--- src/hw/drive_chk_pkg.sv ---
package drive_chk_pkg;

   // ************************************************************
   // timing
   // ************************************************************
   localparam int unsigned CLK_PERIOD_NS = 4;
   localparam int unsigned SILENCE_NS = 10000000;
   localparam int unsigned SILENCE_CYCLES = (SILENCE_NS + CLK_PERIOD_NS - 1) / CLK_PERIOD_NS;
   localparam int unsigned FIFO_DEPTH = 16;

   // ************************************************************
   // check constants and frame codes
   // ************************************************************
   localparam logic [15:0] CRC_PRESET = 16'hffff;
   localparam logic [15:0] CRC_POLY = 16'ha001;
   localparam logic [7:0] FUNC_READ = 8'h03;
   localparam logic [7:0] FUNC_WRITE = 8'h06;
   localparam logic [7:0] FUNC_LOOP = 8'h08;
   localparam logic [7:0] BCAST_ADDR = 8'h00;
   localparam logic [7:0] ASCII_START = 8'h3a;
   localparam logic [7:0] ASCII_CR = 8'h0d;
   localparam logic [7:0] ASCII_LF = 8'h0a;

   // ************************************************************
   // register map and fields
   // ************************************************************
   localparam logic [15:0] REG_RUN_CMD = 16'h2000;
   localparam logic [15:0] REG_FREQ = 16'h2001;
   localparam logic [15:0] REG_FAULT = 16'h2002;
   localparam int unsigned RUN_LSB = 0;
   localparam int unsigned DIR_LSB = 4;
   localparam int unsigned PROF_LSB = 6;
   localparam int unsigned FAULT_EXT_BIT = 0;
   localparam int unsigned FAULT_RST_BIT = 1;
   localparam logic [15:0] FREQ_RESET = 16'h0000;

   typedef enum logic [1:0] {
      RUN_NONE = 2'b00,
      RUN_STOP = 2'b01,
      RUN_GO = 2'b10,
      RUN_JOG = 2'b11
   } run_action_t;

   typedef enum logic [1:0] {
      TX_IDLE = 2'b00,
      TX_FIRST = 2'b01,
      TX_SECOND = 2'b10
   } tx_phase_t;

   typedef struct packed {
      logic end_mark;
      logic has_byte;
      logic [7:0] data;
   } token_t;

   localparam int unsigned TOKEN_W = $bits(token_t);

   typedef struct packed {
      run_action_t run;
      logic reverse;
      logic profile2;
      logic [15:0] freq;
      logic ext_fault;
   } drive_cmd_t;

   typedef struct packed {
      logic write;
      logic [7:0] param_group_byte;
      logic [7:0] param_index_byte;
      logic [15:0] data;
   } param_req_t;

   // ************************************************************
   // shared decoding
   // ************************************************************
   function automatic logic [15:0] crc_fold(input logic [15:0] acc, input logic [7:0] b);
      logic [15:0] c;
      c = acc ^ {8'h00, b};
      for (int i = 0; i < 8; i++) begin
         c = c[0] ? ((c >> 1) ^ CRC_POLY) : (c >> 1);
      end
      return c;
   endfunction

   function automatic logic [4:0] hex_val(input logic [7:0] ch);
      if (ch >= 8'h30 && ch <= 8'h39) begin
         return {1'b1, ch[3:0]};
      end else if (ch >= 8'h41 && ch <= 8'h46) begin
         return {1'b1, 4'(ch[3:0] + 4'h9)};
      end
      return 5'h00;
   endfunction

   function automatic logic [7:0] hex_char(input logic [3:0] n);
      return (n < 4'ha) ? {4'h3, n} : {4'h4, 4'(n - 4'h9)};
   endfunction

   function automatic logic func_known(input logic [7:0] f);
      return f == FUNC_READ || f == FUNC_WRITE || f == FUNC_LOOP;
   endfunction

endpackage

--- src/hw/rx_token_fifo.sv ---
`timescale 1ns/100ps
`default_nettype none
module rx_token_fifo #(
   parameter int unsigned WIDTH = 10,
   parameter int unsigned DEPTH = 16
) (
   input wire logic mclk_i,
   input wire logic rst_i,
   input wire logic in_valid_i,
   input wire logic [WIDTH-1:0] in_data_i,
   output logic in_ready_o,
   output logic out_valid_o,
   output logic [WIDTH-1:0] out_data_o,
   input wire logic out_ready_i
);
   // depth must be a power of two: pointers wrap naturally
   localparam int unsigned AW = $clog2(DEPTH);
   localparam int unsigned CW = $clog2(DEPTH + 1);

   typedef struct packed {
      logic [DEPTH-1:0][WIDTH-1:0] mem;
      logic [AW-1:0] wp;
      logic [AW-1:0] rp;
      logic [CW-1:0] cnt;
      logic rdy;
      logic ov;
      logic [WIDTH-1:0] od;
   } fifo_state_t;

   fifo_state_t q, d;
   logic wr, rd;

   always_comb begin
      d = q;
      wr = in_valid_i && q.rdy;
      rd = (q.cnt != '0) && (!q.ov || out_ready_i);
      if (out_ready_i && q.ov) begin
         d.ov = 1'b0;
      end
      if (rd) begin
         d.od = q.mem[q.rp];
         d.ov = 1'b1;
         d.rp = q.rp + 1'b1;
      end
      if (wr) begin
         d.mem[q.wp] = in_data_i;
         d.wp = q.wp + 1'b1;
      end
      d.cnt = q.cnt + CW'(wr) - CW'(rd);
      // ready is registered from the next count, so full is exact
      d.rdy = d.cnt != CW'(DEPTH);
   end

   always_ff @(posedge mclk_i) begin
      if (rst_i) begin
         q <= '0;
      end else begin
         q <= d;
      end
   end

   assign in_ready_o = q.rdy;
   assign out_valid_o = q.ov;
   assign out_data_o = q.od;
endmodule
`default_nettype wire

--- src/hw/drive_serial_check.sv ---
// Overview of operation
// - ascii check: sum bytes address through data mod 256, then negate
// - rtu check accumulator preset to all ones before a message's first byte
// - each byte is xored into the accumulator's low byte
// - shift right zero-filling; if a one dropped out, xor the polynomial
// - exactly eight shift steps per byte before the next byte
// - repeat over all bytes; the final accumulator is the check value
// - rtu check is sent low byte first, then high byte
// - parameter address: high byte is group, low byte is index
// - command bits 1:0 pick none, stop, run, jog plus run
// - command bits 5:4 pick none, forward, reverse, toggle direction
// - command bits 7:6 force first or second accel/decel profile
// - fault word bit 0 external fault, bit 1 drive reset
// - function codes: 03 read, 06 single write, 08 loop test
// - rtu frames are bounded by silences longer than 10 ms
// - ascii check travels as two hex characters, high nibble first
// - address zero is broadcast: acted on, never answered
`timescale 1ns/100ps
`default_nettype none
module drive_serial_check #(
   parameter int unsigned SILENCE_CYCLES = drive_chk_pkg::SILENCE_CYCLES,
   parameter int unsigned FIFO_DEPTH = drive_chk_pkg::FIFO_DEPTH
) (
   input wire logic mclk_i,
   input wire logic rst_i,
   input wire logic ascii_mode_i,
   input wire logic [7:0] motor_drive_station_i,
   input wire logic rx_valid_i,
   input wire logic [7:0] rx_data_i,
   output logic rx_ready_o,
   input wire logic tx_start_i,
   input wire logic tx_valid_i,
   input wire logic [7:0] tx_data_i,
   input wire logic tx_end_i,
   output logic tx_chk_valid_o,
   output logic [7:0] tx_chk_byte_o,
   input wire logic reply_ack_i,
   output logic reply_req_o,
   output drive_chk_pkg::drive_cmd_t cmd_o,
   output logic cmd_strobe_o,
   output logic drive_reset_o,
   output logic frame_ok_o,
   output logic frame_bad_o,
   output drive_chk_pkg::param_req_t param_o,
   output logic param_strobe_o
);
   import drive_chk_pkg::*;

   // ************************************************************
   // state
   // ************************************************************
   typedef struct packed {
      logic [31:0] sil_cnt;
      logic line_busy;
      logic end_pend;
      logic in_frame;
      logic nib_have;
      logic [3:0] nib_hi;
      logic hex_err;
      logic [15:0] crc;
      logic [7:0] lrc;
      logic [4:0] cnt;
      logic [5:0][7:0] fr;
      logic reply_pend;
      drive_cmd_t cmd;
      logic cmd_stb;
      logic rst_pls;
      logic ok;
      logic bad;
      logic pstb;
      param_req_t par;
      logic [15:0] tcrc;
      logic [7:0] tlrc;
      tx_phase_t tph;
      logic tval;
      logic [7:0] tbyte;
   } state_t;

   state_t q, d;
   token_t push_tok, pop_tok;
   logic fifo_in_rdy, fifo_out_valid, pop;
   logic byte_take, send_end, is_cr, end_now, good, for_us, full6, accept;
   logic wr_cmd, fault_wr, rd_one, byte_v;
   logic [7:0] byte_b, lrc_neg, tcrc_lo, tcrc_hi;
   logic [4:0] chk_len, hv;
   logic [15:0] reg_addr, wr_word;
   logic [1:0] run_field, dir_field, prof_field;
   logic [3:0] lrc_neg_hi, lrc_neg_lo;

   // ************************************************************
   // receive buffer
   // ************************************************************
   // intake stalls while a reply is owed, so a burst really fills it
   rx_token_fifo #(
      .WIDTH(TOKEN_W),
      .DEPTH(FIFO_DEPTH)
   ) u_fifo (
      .mclk_i(mclk_i),
      .rst_i(rst_i),
      .in_valid_i(byte_take || send_end),
      .in_data_i(push_tok),
      .in_ready_o(fifo_in_rdy),
      .out_valid_o(fifo_out_valid),
      .out_data_o(pop_tok),
      .out_ready_i(!q.reply_pend)
   );

   // frame fields, decoded from the stored first six bytes
   assign reg_addr = {q.fr[2], q.fr[3]};
   assign wr_word = {q.fr[4], q.fr[5]};
   // only the defined fields are read; reserved bits fall away
   assign run_field = wr_word[RUN_LSB+:2];
   assign dir_field = wr_word[DIR_LSB+:2];
   assign prof_field = wr_word[PROF_LSB+:2];
   assign tcrc_lo = q.tcrc[7:0];
   assign tcrc_hi = q.tcrc[15:8];
   assign lrc_neg = 8'h00 - q.tlrc;
   assign lrc_neg_hi = lrc_neg[7:4];
   assign lrc_neg_lo = lrc_neg[3:0];

   // ************************************************************
   // next state
   // ************************************************************
   always_comb begin
      d = q;
      d.cmd_stb = 1'b0;
      d.rst_pls = 1'b0;
      d.ok = 1'b0;
      d.bad = 1'b0;
      d.pstb = 1'b0;
      d.tval = 1'b0;
      hv = 5'h00;
      byte_v = 1'b0;
      byte_b = 8'h00;
      // line silence: an end marker rides ahead of the next byte
      byte_take = rx_valid_i && fifo_in_rdy;
      send_end = q.end_pend && fifo_in_rdy && !ascii_mode_i;
      push_tok.end_mark = send_end;
      push_tok.has_byte = byte_take;
      push_tok.data = rx_data_i;
      if (send_end) begin
         d.end_pend = 1'b0;
      end
      if (byte_take) begin
         d.sil_cnt = 32'h0;
         d.line_busy = 1'b1;
      end else if (q.line_busy) begin
         if (q.sil_cnt >= 32'(SILENCE_CYCLES - 1)) begin
            d.line_busy = 1'b0;
            d.end_pend = !ascii_mode_i;
         end else begin
            d.sil_cnt = q.sil_cnt + 32'h1;
         end
      end
      // frame end and its decode
      pop = fifo_out_valid && !q.reply_pend;
      is_cr = ascii_mode_i && pop_tok.has_byte && pop_tok.data == ASCII_CR;
      end_now = pop && q.in_frame && ((pop_tok.end_mark && !ascii_mode_i) || is_cr);
      if (reply_ack_i) begin
         d.reply_pend = 1'b0;
      end
      chk_len = ascii_mode_i ? 5'd1 : 5'd2;
      // the check over data plus carried check comes out zero when it matches
      if (ascii_mode_i) begin
         good = q.lrc == 8'h00 && !q.hex_err && !q.nib_have;
      end else begin
         good = q.crc == 16'h0000;
      end
      good = good && q.cnt >= chk_len + 5'd2;
      for_us = q.fr[0] == motor_drive_station_i || q.fr[0] == BCAST_ADDR;
      full6 = q.cnt == 5'd6 + chk_len;
      accept = end_now && good && for_us;
      wr_cmd = accept && q.fr[1] == FUNC_WRITE && full6;
      fault_wr = wr_cmd && reg_addr == REG_FAULT;
      rd_one = accept && q.fr[1] == FUNC_READ && full6 && wr_word == 16'h0001;
      if (end_now) begin
         d.in_frame = 1'b0;
         if (!good) begin
            d.bad = 1'b1;
         end else if (for_us) begin
            d.ok = 1'b1;
            if (q.fr[0] != BCAST_ADDR && func_known(q.fr[1])) begin
               d.reply_pend = 1'b1;
            end
         end
      end
      if (wr_cmd) begin
         if (reg_addr == REG_RUN_CMD) begin
            d.cmd_stb = 1'b1;
            if (run_field != RUN_NONE) begin
               d.cmd.run = run_action_t'(run_field);
            end
            case (dir_field)
               2'b00: begin
               end
               2'b01: d.cmd.reverse = 1'b0;
               2'b10: d.cmd.reverse = 1'b1;
               2'b11: d.cmd.reverse = !q.cmd.reverse;
            endcase
            if (prof_field == 2'b00) begin
               d.cmd.profile2 = 1'b0;
            end else if (prof_field == 2'b01) begin
               d.cmd.profile2 = 1'b1;
            end
         end else if (reg_addr == REG_FREQ) begin
            d.cmd.freq = wr_word;
         end else if (fault_wr) begin
            d.cmd.ext_fault = wr_word[FAULT_EXT_BIT];
            d.rst_pls = wr_word[FAULT_RST_BIT];
         end
      end
      if (rd_one || (wr_cmd && reg_addr != REG_RUN_CMD && reg_addr != REG_FREQ && !fault_wr)) begin
         d.pstb = 1'b1;
         d.par.write = wr_cmd;
         d.par.param_group_byte = q.fr[2];
         d.par.param_index_byte = q.fr[3];
         d.par.data = wr_word;
      end
      // incoming characters and bytes
      if (pop && pop_tok.has_byte) begin
         if (ascii_mode_i) begin
            if (pop_tok.data == ASCII_START) begin
               d.in_frame = 1'b1;
               d.cnt = 5'd0;
               d.lrc = 8'h00;
               d.nib_have = 1'b0;
               d.hex_err = 1'b0;
            end else if (d.in_frame && pop_tok.data != ASCII_LF) begin
               hv = hex_val(pop_tok.data);
               if (!hv[4]) begin
                  d.hex_err = 1'b1;
               end else if (!d.nib_have) begin
                  d.nib_hi = hv[3:0];
                  d.nib_have = 1'b1;
               end else begin
                  byte_v = 1'b1;
                  byte_b = {d.nib_hi, hv[3:0]};
                  d.nib_have = 1'b0;
               end
            end
         end else begin
            if (!d.in_frame) begin
               d.in_frame = 1'b1;
               d.crc = CRC_PRESET;
               d.cnt = 5'd0;
            end
            byte_v = 1'b1;
            byte_b = pop_tok.data;
         end
      end
      if (byte_v) begin
         d.crc = crc_fold(d.crc, byte_b);
         d.lrc = d.lrc + byte_b;
         if (d.cnt < 5'd6) begin
            d.fr[d.cnt[2:0]] = byte_b;
         end
         if (d.cnt != 5'h1f) begin
            d.cnt = d.cnt + 5'h1;
         end
      end
      // reply check generation
      if (tx_start_i) begin
         d.tcrc = CRC_PRESET;
         d.tlrc = 8'h00;
      end
      if (tx_valid_i) begin
         d.tcrc = crc_fold(d.tcrc, tx_data_i);
         d.tlrc = d.tlrc + tx_data_i;
      end
      unique case (q.tph)
         TX_IDLE: begin
            if (tx_end_i) begin
               d.tph = TX_FIRST;
            end
         end
         TX_FIRST: begin
            d.tval = 1'b1;
            d.tbyte = ascii_mode_i ? hex_char(lrc_neg_hi) : tcrc_lo;
            d.tph = TX_SECOND;
         end
         TX_SECOND: begin
            d.tval = 1'b1;
            d.tbyte = ascii_mode_i ? hex_char(lrc_neg_lo) : tcrc_hi;
            d.tph = TX_IDLE;
         end
         default: d.tph = TX_IDLE;
      endcase
   end
   always_ff @(posedge mclk_i) begin
      if (rst_i) begin
         q <= '0;
      end else begin
         q <= d;
      end
   end

   // ************************************************************
   // outputs
   // ************************************************************
   assign rx_ready_o = fifo_in_rdy;
   assign tx_chk_valid_o = q.tval;
   assign tx_chk_byte_o = q.tbyte;
   assign reply_req_o = q.reply_pend;
   assign cmd_o = q.cmd;
   assign cmd_strobe_o = q.cmd_stb;
   assign drive_reset_o = q.rst_pls;
   assign frame_ok_o = q.ok;
   assign frame_bad_o = q.bad;
   assign param_o = q.par;
   assign param_strobe_o = q.pstb;
endmodule
`default_nettype wire

--- config.mk ---
export PLATFORM = sky130hd
export DESIGN_NAME = drive_serial_check
export DESIGN_NICKNAME = d
export VERILOG_FILES = /design/src/hw/drive_chk_pkg.sv /design/src/hw/rx_token_fifo.sv /design/src/hw/drive_serial_check.sv
export SDC_FILE = /design/constraint.sdc
export NUM_CORES = 1
export LEC_CHECK = 0
export ABC_CLOCK_PERIOD_IN_PS = 4800
export BUFFER_PORTS_ARGS = -buffer_cell sky130_fd_sc_hd__buf_2
export CAP_MARGIN = 20
export CORE_AREA = 2 2 209 211
export DETAILED_ROUTE_END_ITERATION = 16
export DIE_AREA = 0 0 211 213
export HOLD_SLACK_MARGIN = 0.08
export PLACE_DENSITY = 0.64
export REMOVE_ABC_BUFFERS = 1
export SLEW_MARGIN = 5
export SYNTH_ARGS = -nofsm -noshare
export SYNTH_HDL_FRONTEND = slang
export SYNTH_HIERARCHICAL = 1
export SYNTH_SLANG_ARGS = --single-unit
export TNS_END_PERCENT = 20
--- constraint.sdc ---
create_clock -name mclk_i -period 4.8 [get_ports mclk_i]
set_input_delay 0.72 -clock mclk_i [delete_from_list [all_inputs] [get_ports mclk_i]]
set_output_delay 0.72 -clock mclk_i [all_outputs]
set_load 0.005 [all_outputs]
==> results of run 1 <==
[worst paths after layout]
check | end
worst min register to register | u_fifo/q[43]
worst min-delay path | reply_req_o
worst max register to register | q[155]
worst max-delay path | q[155]
[Yosys cell counts, types with 9 or more instances]
cell type / n
dfxtp_1: 398
nand2_1: 320
a21oi_1: 244
nor2_1: 233
o21ai_0: 146
clkbuf_1: 112
mux2i_1: 112
buf_4: 79
xnor2_1: 74
ha_1: 41
mux4_2: 40
inv_1: 38
nand3_1: 37
xor2_1: 32
nor3_1: 30
nor4_1: 26
a211oi_1: 25
and3_1: 21
buf_2: 21
nor2b_1: 18
nand3b_1: 15
buf_1: 14
o221ai_1: 11
and2_1: 10
nand4_1: 10
o21bai_1: 10
nor2_2: 9
[metal layers]
metal | GRT usage (%) | up-vias | wire, um
li1 | - | 7635 | -
met1 | 28.8 | 7431 | 21900
met2 | 35.5 | 438 | 22700
met3 | 3.53 | 64 | 2710
met4 | 5.68 | 0 | 934
met5 | 0 | - | 0
[worst max-delay path: stages (launching register included)]
cell,delay [ns]
dfxtp_1,0.49
inv_1,0.17
ha_1,0.27
o21bai_1,0.22
a21o_1,0.24
and4_4,0.25
a21oi_1,0.07
nor2_1,0.50
ha_1,0.33
a21o_1,0.16
a21oi_1,0.23
o21bai_1,0.09
a21oi_1,0.25
o21bai_1,0.10
a21oi_1,0.18
xnor2_1,0.14
nand2_1,0.08
xnor2_1,0.15
nor2_1,0.05
[area by class of cell]
| cell class | instances | area share [%] |
|---|---|---|
| Multi-Input combinational cell | 1588 | 47.6 |
| Sequential cell | 398 | 37.8 |
| Clock buffer | 61 | 6.05 |
| Timing Repair Buffer | 139 | 3.84 |
| Tap cell | 546 | 3.24 |
| Clock inverter | 18 | 0.736 |
| Inverter | 39 | 0.695 |
[sequential cells by signal (all words and copies together), names as in the netlist]
signal,count
param_strobe_o,1
q,140
u_fifo/out_data_o,10
dir_field,2
prof_field,2
u_fifo/out_valid_o,1
u_fifo/q,173
tx_chk_valid_o,1
cmd_o,21
cmd_strobe_o,1
tx_chk_byte_o,8
reply_req_o,1
u_fifo/in_ready_o,1
frame_bad_o,1
drive_reset_o,1
frame_ok_o,1
param_o,33
[power groups by stage]
stage	Clock [mW]	Sequential (mW)	Combinational, mW
finish	3.33	3.57	1.28
global route	3.54	3.58	1.42
CTS	3.39	3.57	1.29
detailed placement	0	3.64	1.28
global placement	0	3.63	1.25
floorplan	0	3.67	0.839
[per-stage QoR]
step                instances  hold WS (ns)  util, %
floorplan                2025         0.427        -
global placement         2708         0.440     46.0
detailed placement       2709         0.445     46.0
CTS                      2788         0.417     49.3
global route             2789         0.429     49.4
finish                   2789         0.437     49.4
[logic make-up after synthesis]
| kind of cell | synth area share [%] |
|---|---|
| AND/OR/NAND/NOR | 18.5 |
| adder cells (fa/ha/maj) | 2.96 |
| AO/OA/AOI/OAI | 14.9 |
| multiplexers | 10.5 |
| flip-flops | 41.2 |
| buffers and inverters | 7.01 |
| XOR/XNOR | 5.04 |
==> impl_results.md, run 1 <==
- Sequential-to-total area share from yosys stat: 41.2%
- Critical Path End Type: flop
- R2R Path Start: u_fifo/out_data_o[0]
- Main area contributors after synthesis: dfxtp_1 (41%), a21oi_1 (6.3%), nand2_1 (6.2%), mux2i_1 (5.8%), mux4_2 (4.7%)
- Worst-case clock skew: 0.0310 ns
- Synth unique cells: 79
- Pre-CTS setup slack: 0.713 ns
- Slew HR: 33.7%
- Crit-path max FO: 8
- CTS tree: done
- Area of the multi-input gates: 10000 um2
- TritonCTS Buffers: 44
- Measured slew at the worst slew-check pin: 0.993 ns
- H-Tree Depth: 2
- Avg Vias per Cell: 5.58
- Ys async rst share: 0%
- Synthesized area: 19400 um2
- DRC errors left: 0
- Share of layout cells above drive strength 1: 13.1%
- Yosys reg bits: 398
- Mapped Cells: 2255
- Vias in the first global route: 14800
- Syn avg cell area: 8.58 um2
- Commonest cells after routing, fill and taps aside: dfxtp_1 (396), nand2_1 (320), a21oi_1 (244)
- Max-slew violation count: 0
- Yosys top cell by area: dfxtp_1
- Status: completed
- Top cell type's share of synthesized area: 41.2%
- Reg clk slew, reported paths: 0.06 ns
- Pwr Total: 8.18 mW
- R2r worst-path depth: 18
- Overall Global Routing Usage: 21.4%
- Min Tclk post-route: 4.13 ns
- Share of total power in the clock network: 40.7%
- Final wirelength: 48200 um
- HPWL after DPL: 31800 um
- CP startpoint: u_fifo/out_data_o[0]
- Via count: 15600
- Remaining global-route overflow: 0
- R2r setup slk: 0.67 ns
- Final Hold Violating Endpoints: 0
- Worst setup path category: flop to flop
- N_diodes: 0
- Clk Latency, worst-skew pair: 0.59 ns
- Clk sink count: 398
- Most common cell after layout, fill and taps aside: dfxtp_1
- Die height: 213 um
- Worst VDD drop: 0.330 mV
- Synth-to-layout area growth: 8.89%
- Setup TNS Final: 0 ns
- Cts hold-fix bufs: 0
- Largest net degree at the start of global routing: 85
- Port bufs: 101
- Post-DR wirelength/cell: 17.3 um
- Bufs on Longest Clock Path: 3
- Post-synth EDFFs: 0
- Hold Path Class: primary input to flop
- GP Congestion: 0.854
- Worst Setup Start Kind: flop
- Root buf cell: clkbuf_16
- Initial antenna violation count: 0
- Sw frac: 28.1%
- Hold Path Cell Cnt: 3
- # rows: 76
- CP arrival: 4.57 ns
- Register area: 7970 um2
- Leak pwr: 7.57 nW
- Setup bufs post-CTS: 0
- Internal: 5.88 mW
- Seq pwr share: 43.6%
- Hold_sp: reply_ack_i
- Starting Density: 45.3%
- Core area: 42700 um2
- Final Setup Violations: 0
- MaxCap Viol Count: 0
- IO Pins: 102
- Fillers: 3948
- Fmax: 242 MHz
- Net switching power: 2.30 mW
- Comb pwr share: 15.7%
- Placed cell area: 19600 um2
- Req. time, crit path: 5.23 ns
- DRT Pass-1 Iters: 5
- Pwr Density: 388 nW/um2
- Final period util: 86.1%
- Post-cts resize count: 0
- Routed Antenna Nets: 0
- Worst setup margin: 0.667 ns
- RSZ-0062 raised after global routing: false
- Die W: 211 um
- Final Net Count: 2286
- First-pass GRT wire length: 77900 um
- Die Area: 44900 um2
- Yosys warning total: 6
- Fin area: 21100 um2
- Top_reg_cell synth: dfxtp_1
- DRT iter0 DRCs: 1136
No activity file was read; power rests on OpenSTA's default activity.
==> inputs of run 2 (changes only) <==
PLACE_DENSITY = unset   (was 0.64)
==> run 2 against run 1 <==
  * Sequential power barely moved
  * Register-to-register slack barely moved
  * Wire length rose by 0.64%
  * Global-route usage rose by 0.32 points
  * Power rose by 2.2%
  * Clock skew fell by 0.011 ns
  * Critical endpoint unchanged
  * Largest cell class unchanged
  * Highest routed layer unchanged
==> impl_results.md, run 2 (synthesis results as in run 1) <==
- Top reg by flops: u_fifo/q
- Avg Vias per Cell: 5.58 (-0.12%)
- Routed Antenna Nets: 0 (unchanged)
- Worst setup path category: flop to flop
- Largest net degree at the start of global routing: 133 (+56%)
- Hold Path Class: primary input to flop
- Commonest cells after routing, fill and taps aside: dfxtp_1 (396), nand2_1 (320), a21oi_1 (244)
- Min Tclk post-route: 4.12 ns (-0.0115 ns)
- Die height: 213 um (unchanged)
- Placed cell area: 19600 um2 (-0.31%)
- Vias in the first global route: 14700 (-0.93%)
- Worst VDD drop: 0.277 mV (-16%)
- N_diodes: 0 (unchanged)
- Share of layout cells above drive strength 1: 12.6% (-0.48 points)
- Status: completed
- DRT Pass-1 Iters: 5 (unchanged)
- Final wirelength: 48500 um (+0.64%)
- Post-DR wirelength/cell: 17.5 um (+1.0%)
- Remaining global-route overflow: 0 (unchanged)
- IO Pins: 102 (unchanged)
- CP arrival: 4.56 ns (about the same)
- Core area: 42700 um2 (unchanged)
- DRT iter0 DRCs: 1009 (-11%)
- Initial antenna violation count: 0 (unchanged)
- Final period util: 85.9% (-0.24 points)
- Worst Setup Start Kind: flop
- First-pass GRT wire length: 78900 um (+1.3%)
- Register area: 7970 um2 (unchanged)
- Final Hold Violating Endpoints: 0 (unchanged)
- Clk sink count: 398 (unchanged)
- Clk Latency, worst-skew pair: 0.57 ns (-0.02 ns)
- Setup bufs post-CTS: 0 (unchanged)
- Max reg flops: 173 (unchanged)
- Fmax: 243 MHz (+0.28%)
- Pwr Density: 396 nW/um2 (+2.1%)
- Post-cts resize count: 0 (unchanged)
- Synth-to-layout area growth: 9.01%
- Req. time, crit path: 5.24 ns (about the same)
- HPWL after DPL: 31400 um (-1.2%)
- Max-slew violation count: 0 (unchanged)
- Root buf cell: clkbuf_16
- Overall Global Routing Usage: 21.7% (+0.32 points)
- Cts hold-fix bufs: 0 (unchanged)
- Final Setup Violations: 0 (unchanged)
- Critical Path End Type: flop
- MaxCap Viol Count: 0 (unchanged)
- H-Tree Depth: 2 (unchanged)
- GP Congestion: 0.847 (-0.92%)
- CTS tree: done
- Leak pwr: 7.56 nW (-0.13%)
- DRC errors left: 0 (unchanged)
- Crit-path max FO: 8 (unchanged)
- Fillers: 4041 (+2.4%)
- Bufs on Longest Clock Path: 3 (unchanged)
- Final Net Count: 2277 (-0.39%)
- Worst-case clock skew: 0.0198 ns (-0.0113 ns)
- Via count: 15500 (-0.48%)
- Die Area: 44900 um2 (unchanged)
- Reg clk slew, reported paths: 0.06 ns (about the same)
- TritonCTS Buffers: 45 (+2.3%)
- Slew HR: 25.2% (-8.4 points)
- Area of the multi-input gates: 10000 um2 (about the same)
- Measured slew at the worst slew-check pin: 1.12 ns (+0.129 ns)
- Starting Density: 45.3% (unchanged)
- RSZ-0062 raised after global routing: false
- Setup TNS Final: 0 ns (unchanged)
- # rows: 76 (unchanged)
- Most common cell after layout, fill and taps aside: dfxtp_1
- Port bufs: 101 (unchanged)
- Fin area: 21100 um2 (+0.11%)
- Die W: 211 um (unchanged)
-- run 2: changes by cell type in the layout (fill, tap and decap cells not counted), moves of 3 or more --
cell	before	now
bufinv_16	1	4
clkbuf_1	6	9
clkbuf_16	44	47
buf_4	37	27
clkinv_2	11	7
-- run 2: path summary, 6_finish.rpt --
path / end / from / cells after the start / slack, ns
setup / recovery: q[155] / u_fifo/out_data_o[0] / 18 / 0.68
hold reg to reg: u_fifo/q[45] / u_fifo/q[45] / 2 / 0.45
setup reg to reg: q[155] / u_fifo/out_data_o[0] / 18 / 0.68
hold / removal: reply_req_o / reply_ack_i / 3 / 0.44
-- run 2: area by class of cell --
cell class / instances / area share (%)
Multi-Input combinational cell: 1588 / 47.6
Inverter: 39 / 0.694
Clock inverter: 13 / 0.819
Sequential cell: 398 / 37.8
Timing Repair Buffer: 129 / 3.50
Clock buffer: 66 / 6.39
Tap cell: 546 / 3.24
-- run 2: worst max-delay path, stage by stage (launching register included) --
cell	delay, ns
dfxtp_1	0.50
inv_1	0.18
ha_1	0.26
o21bai_1	0.23
a21o_1	0.25
and4_4	0.26
a21oi_1	0.07
nor2_1	0.49
ha_1	0.33
a21o_1	0.15
a21oi_1	0.24
o21bai_1	0.10
a21oi_1	0.24
o21bai_1	0.09
a21oi_1	0.18
xnor2_1	0.13
nand2_1	0.08
xnor2_1	0.16
nor2_1	0.05
-- run 2: per-layer routing --
metal,vias up,GRT usage [%],wire [um]
li1,7620,-,-
met1,7407,29.3,22000
met2,395,35.6,22800
met3,71,3.69,2540
met4,0,6.53,1150
met5,-,0,0
-- run 2: stage by stage --
| step | power (mW) | cells | util, % | setup slack [ns] | hold WS, ns |
|---|---|---|---|---|---|
| 3_3_place_gp | 4.90 | 2700 | 45.8 | 0.667 | 0.439 |
| 3_5_place_dp | 4.92 | 2700 | 45.8 | 0.570 | 0.445 |
| 4_1_cts | 8.46 | 2779 | 49.4 | 0.703 | 0.429 |
| 6_report | 8.36 | 2779 | 49.4 | 0.679 | 0.443 |
| 2_1_floorplan | 4.51 | 2025 | - | 0.475 | 0.427 |
| 5_1_grt | 8.75 | 2779 | 49.4 | 0.309 | 0.459 |
-- run 2: power by group --
part | switching (mW) | internal [mW] | total, mW | leakage [nW]
sequential | 0.172 | 3.42 | 3.59 | 3.22
clock | 1.36 | 2.15 | 3.52 | 0.754
combinational | 0.714 | 0.538 | 1.25 | 3.59
total | 2.25 | 6.11 | 8.36 | 7.56
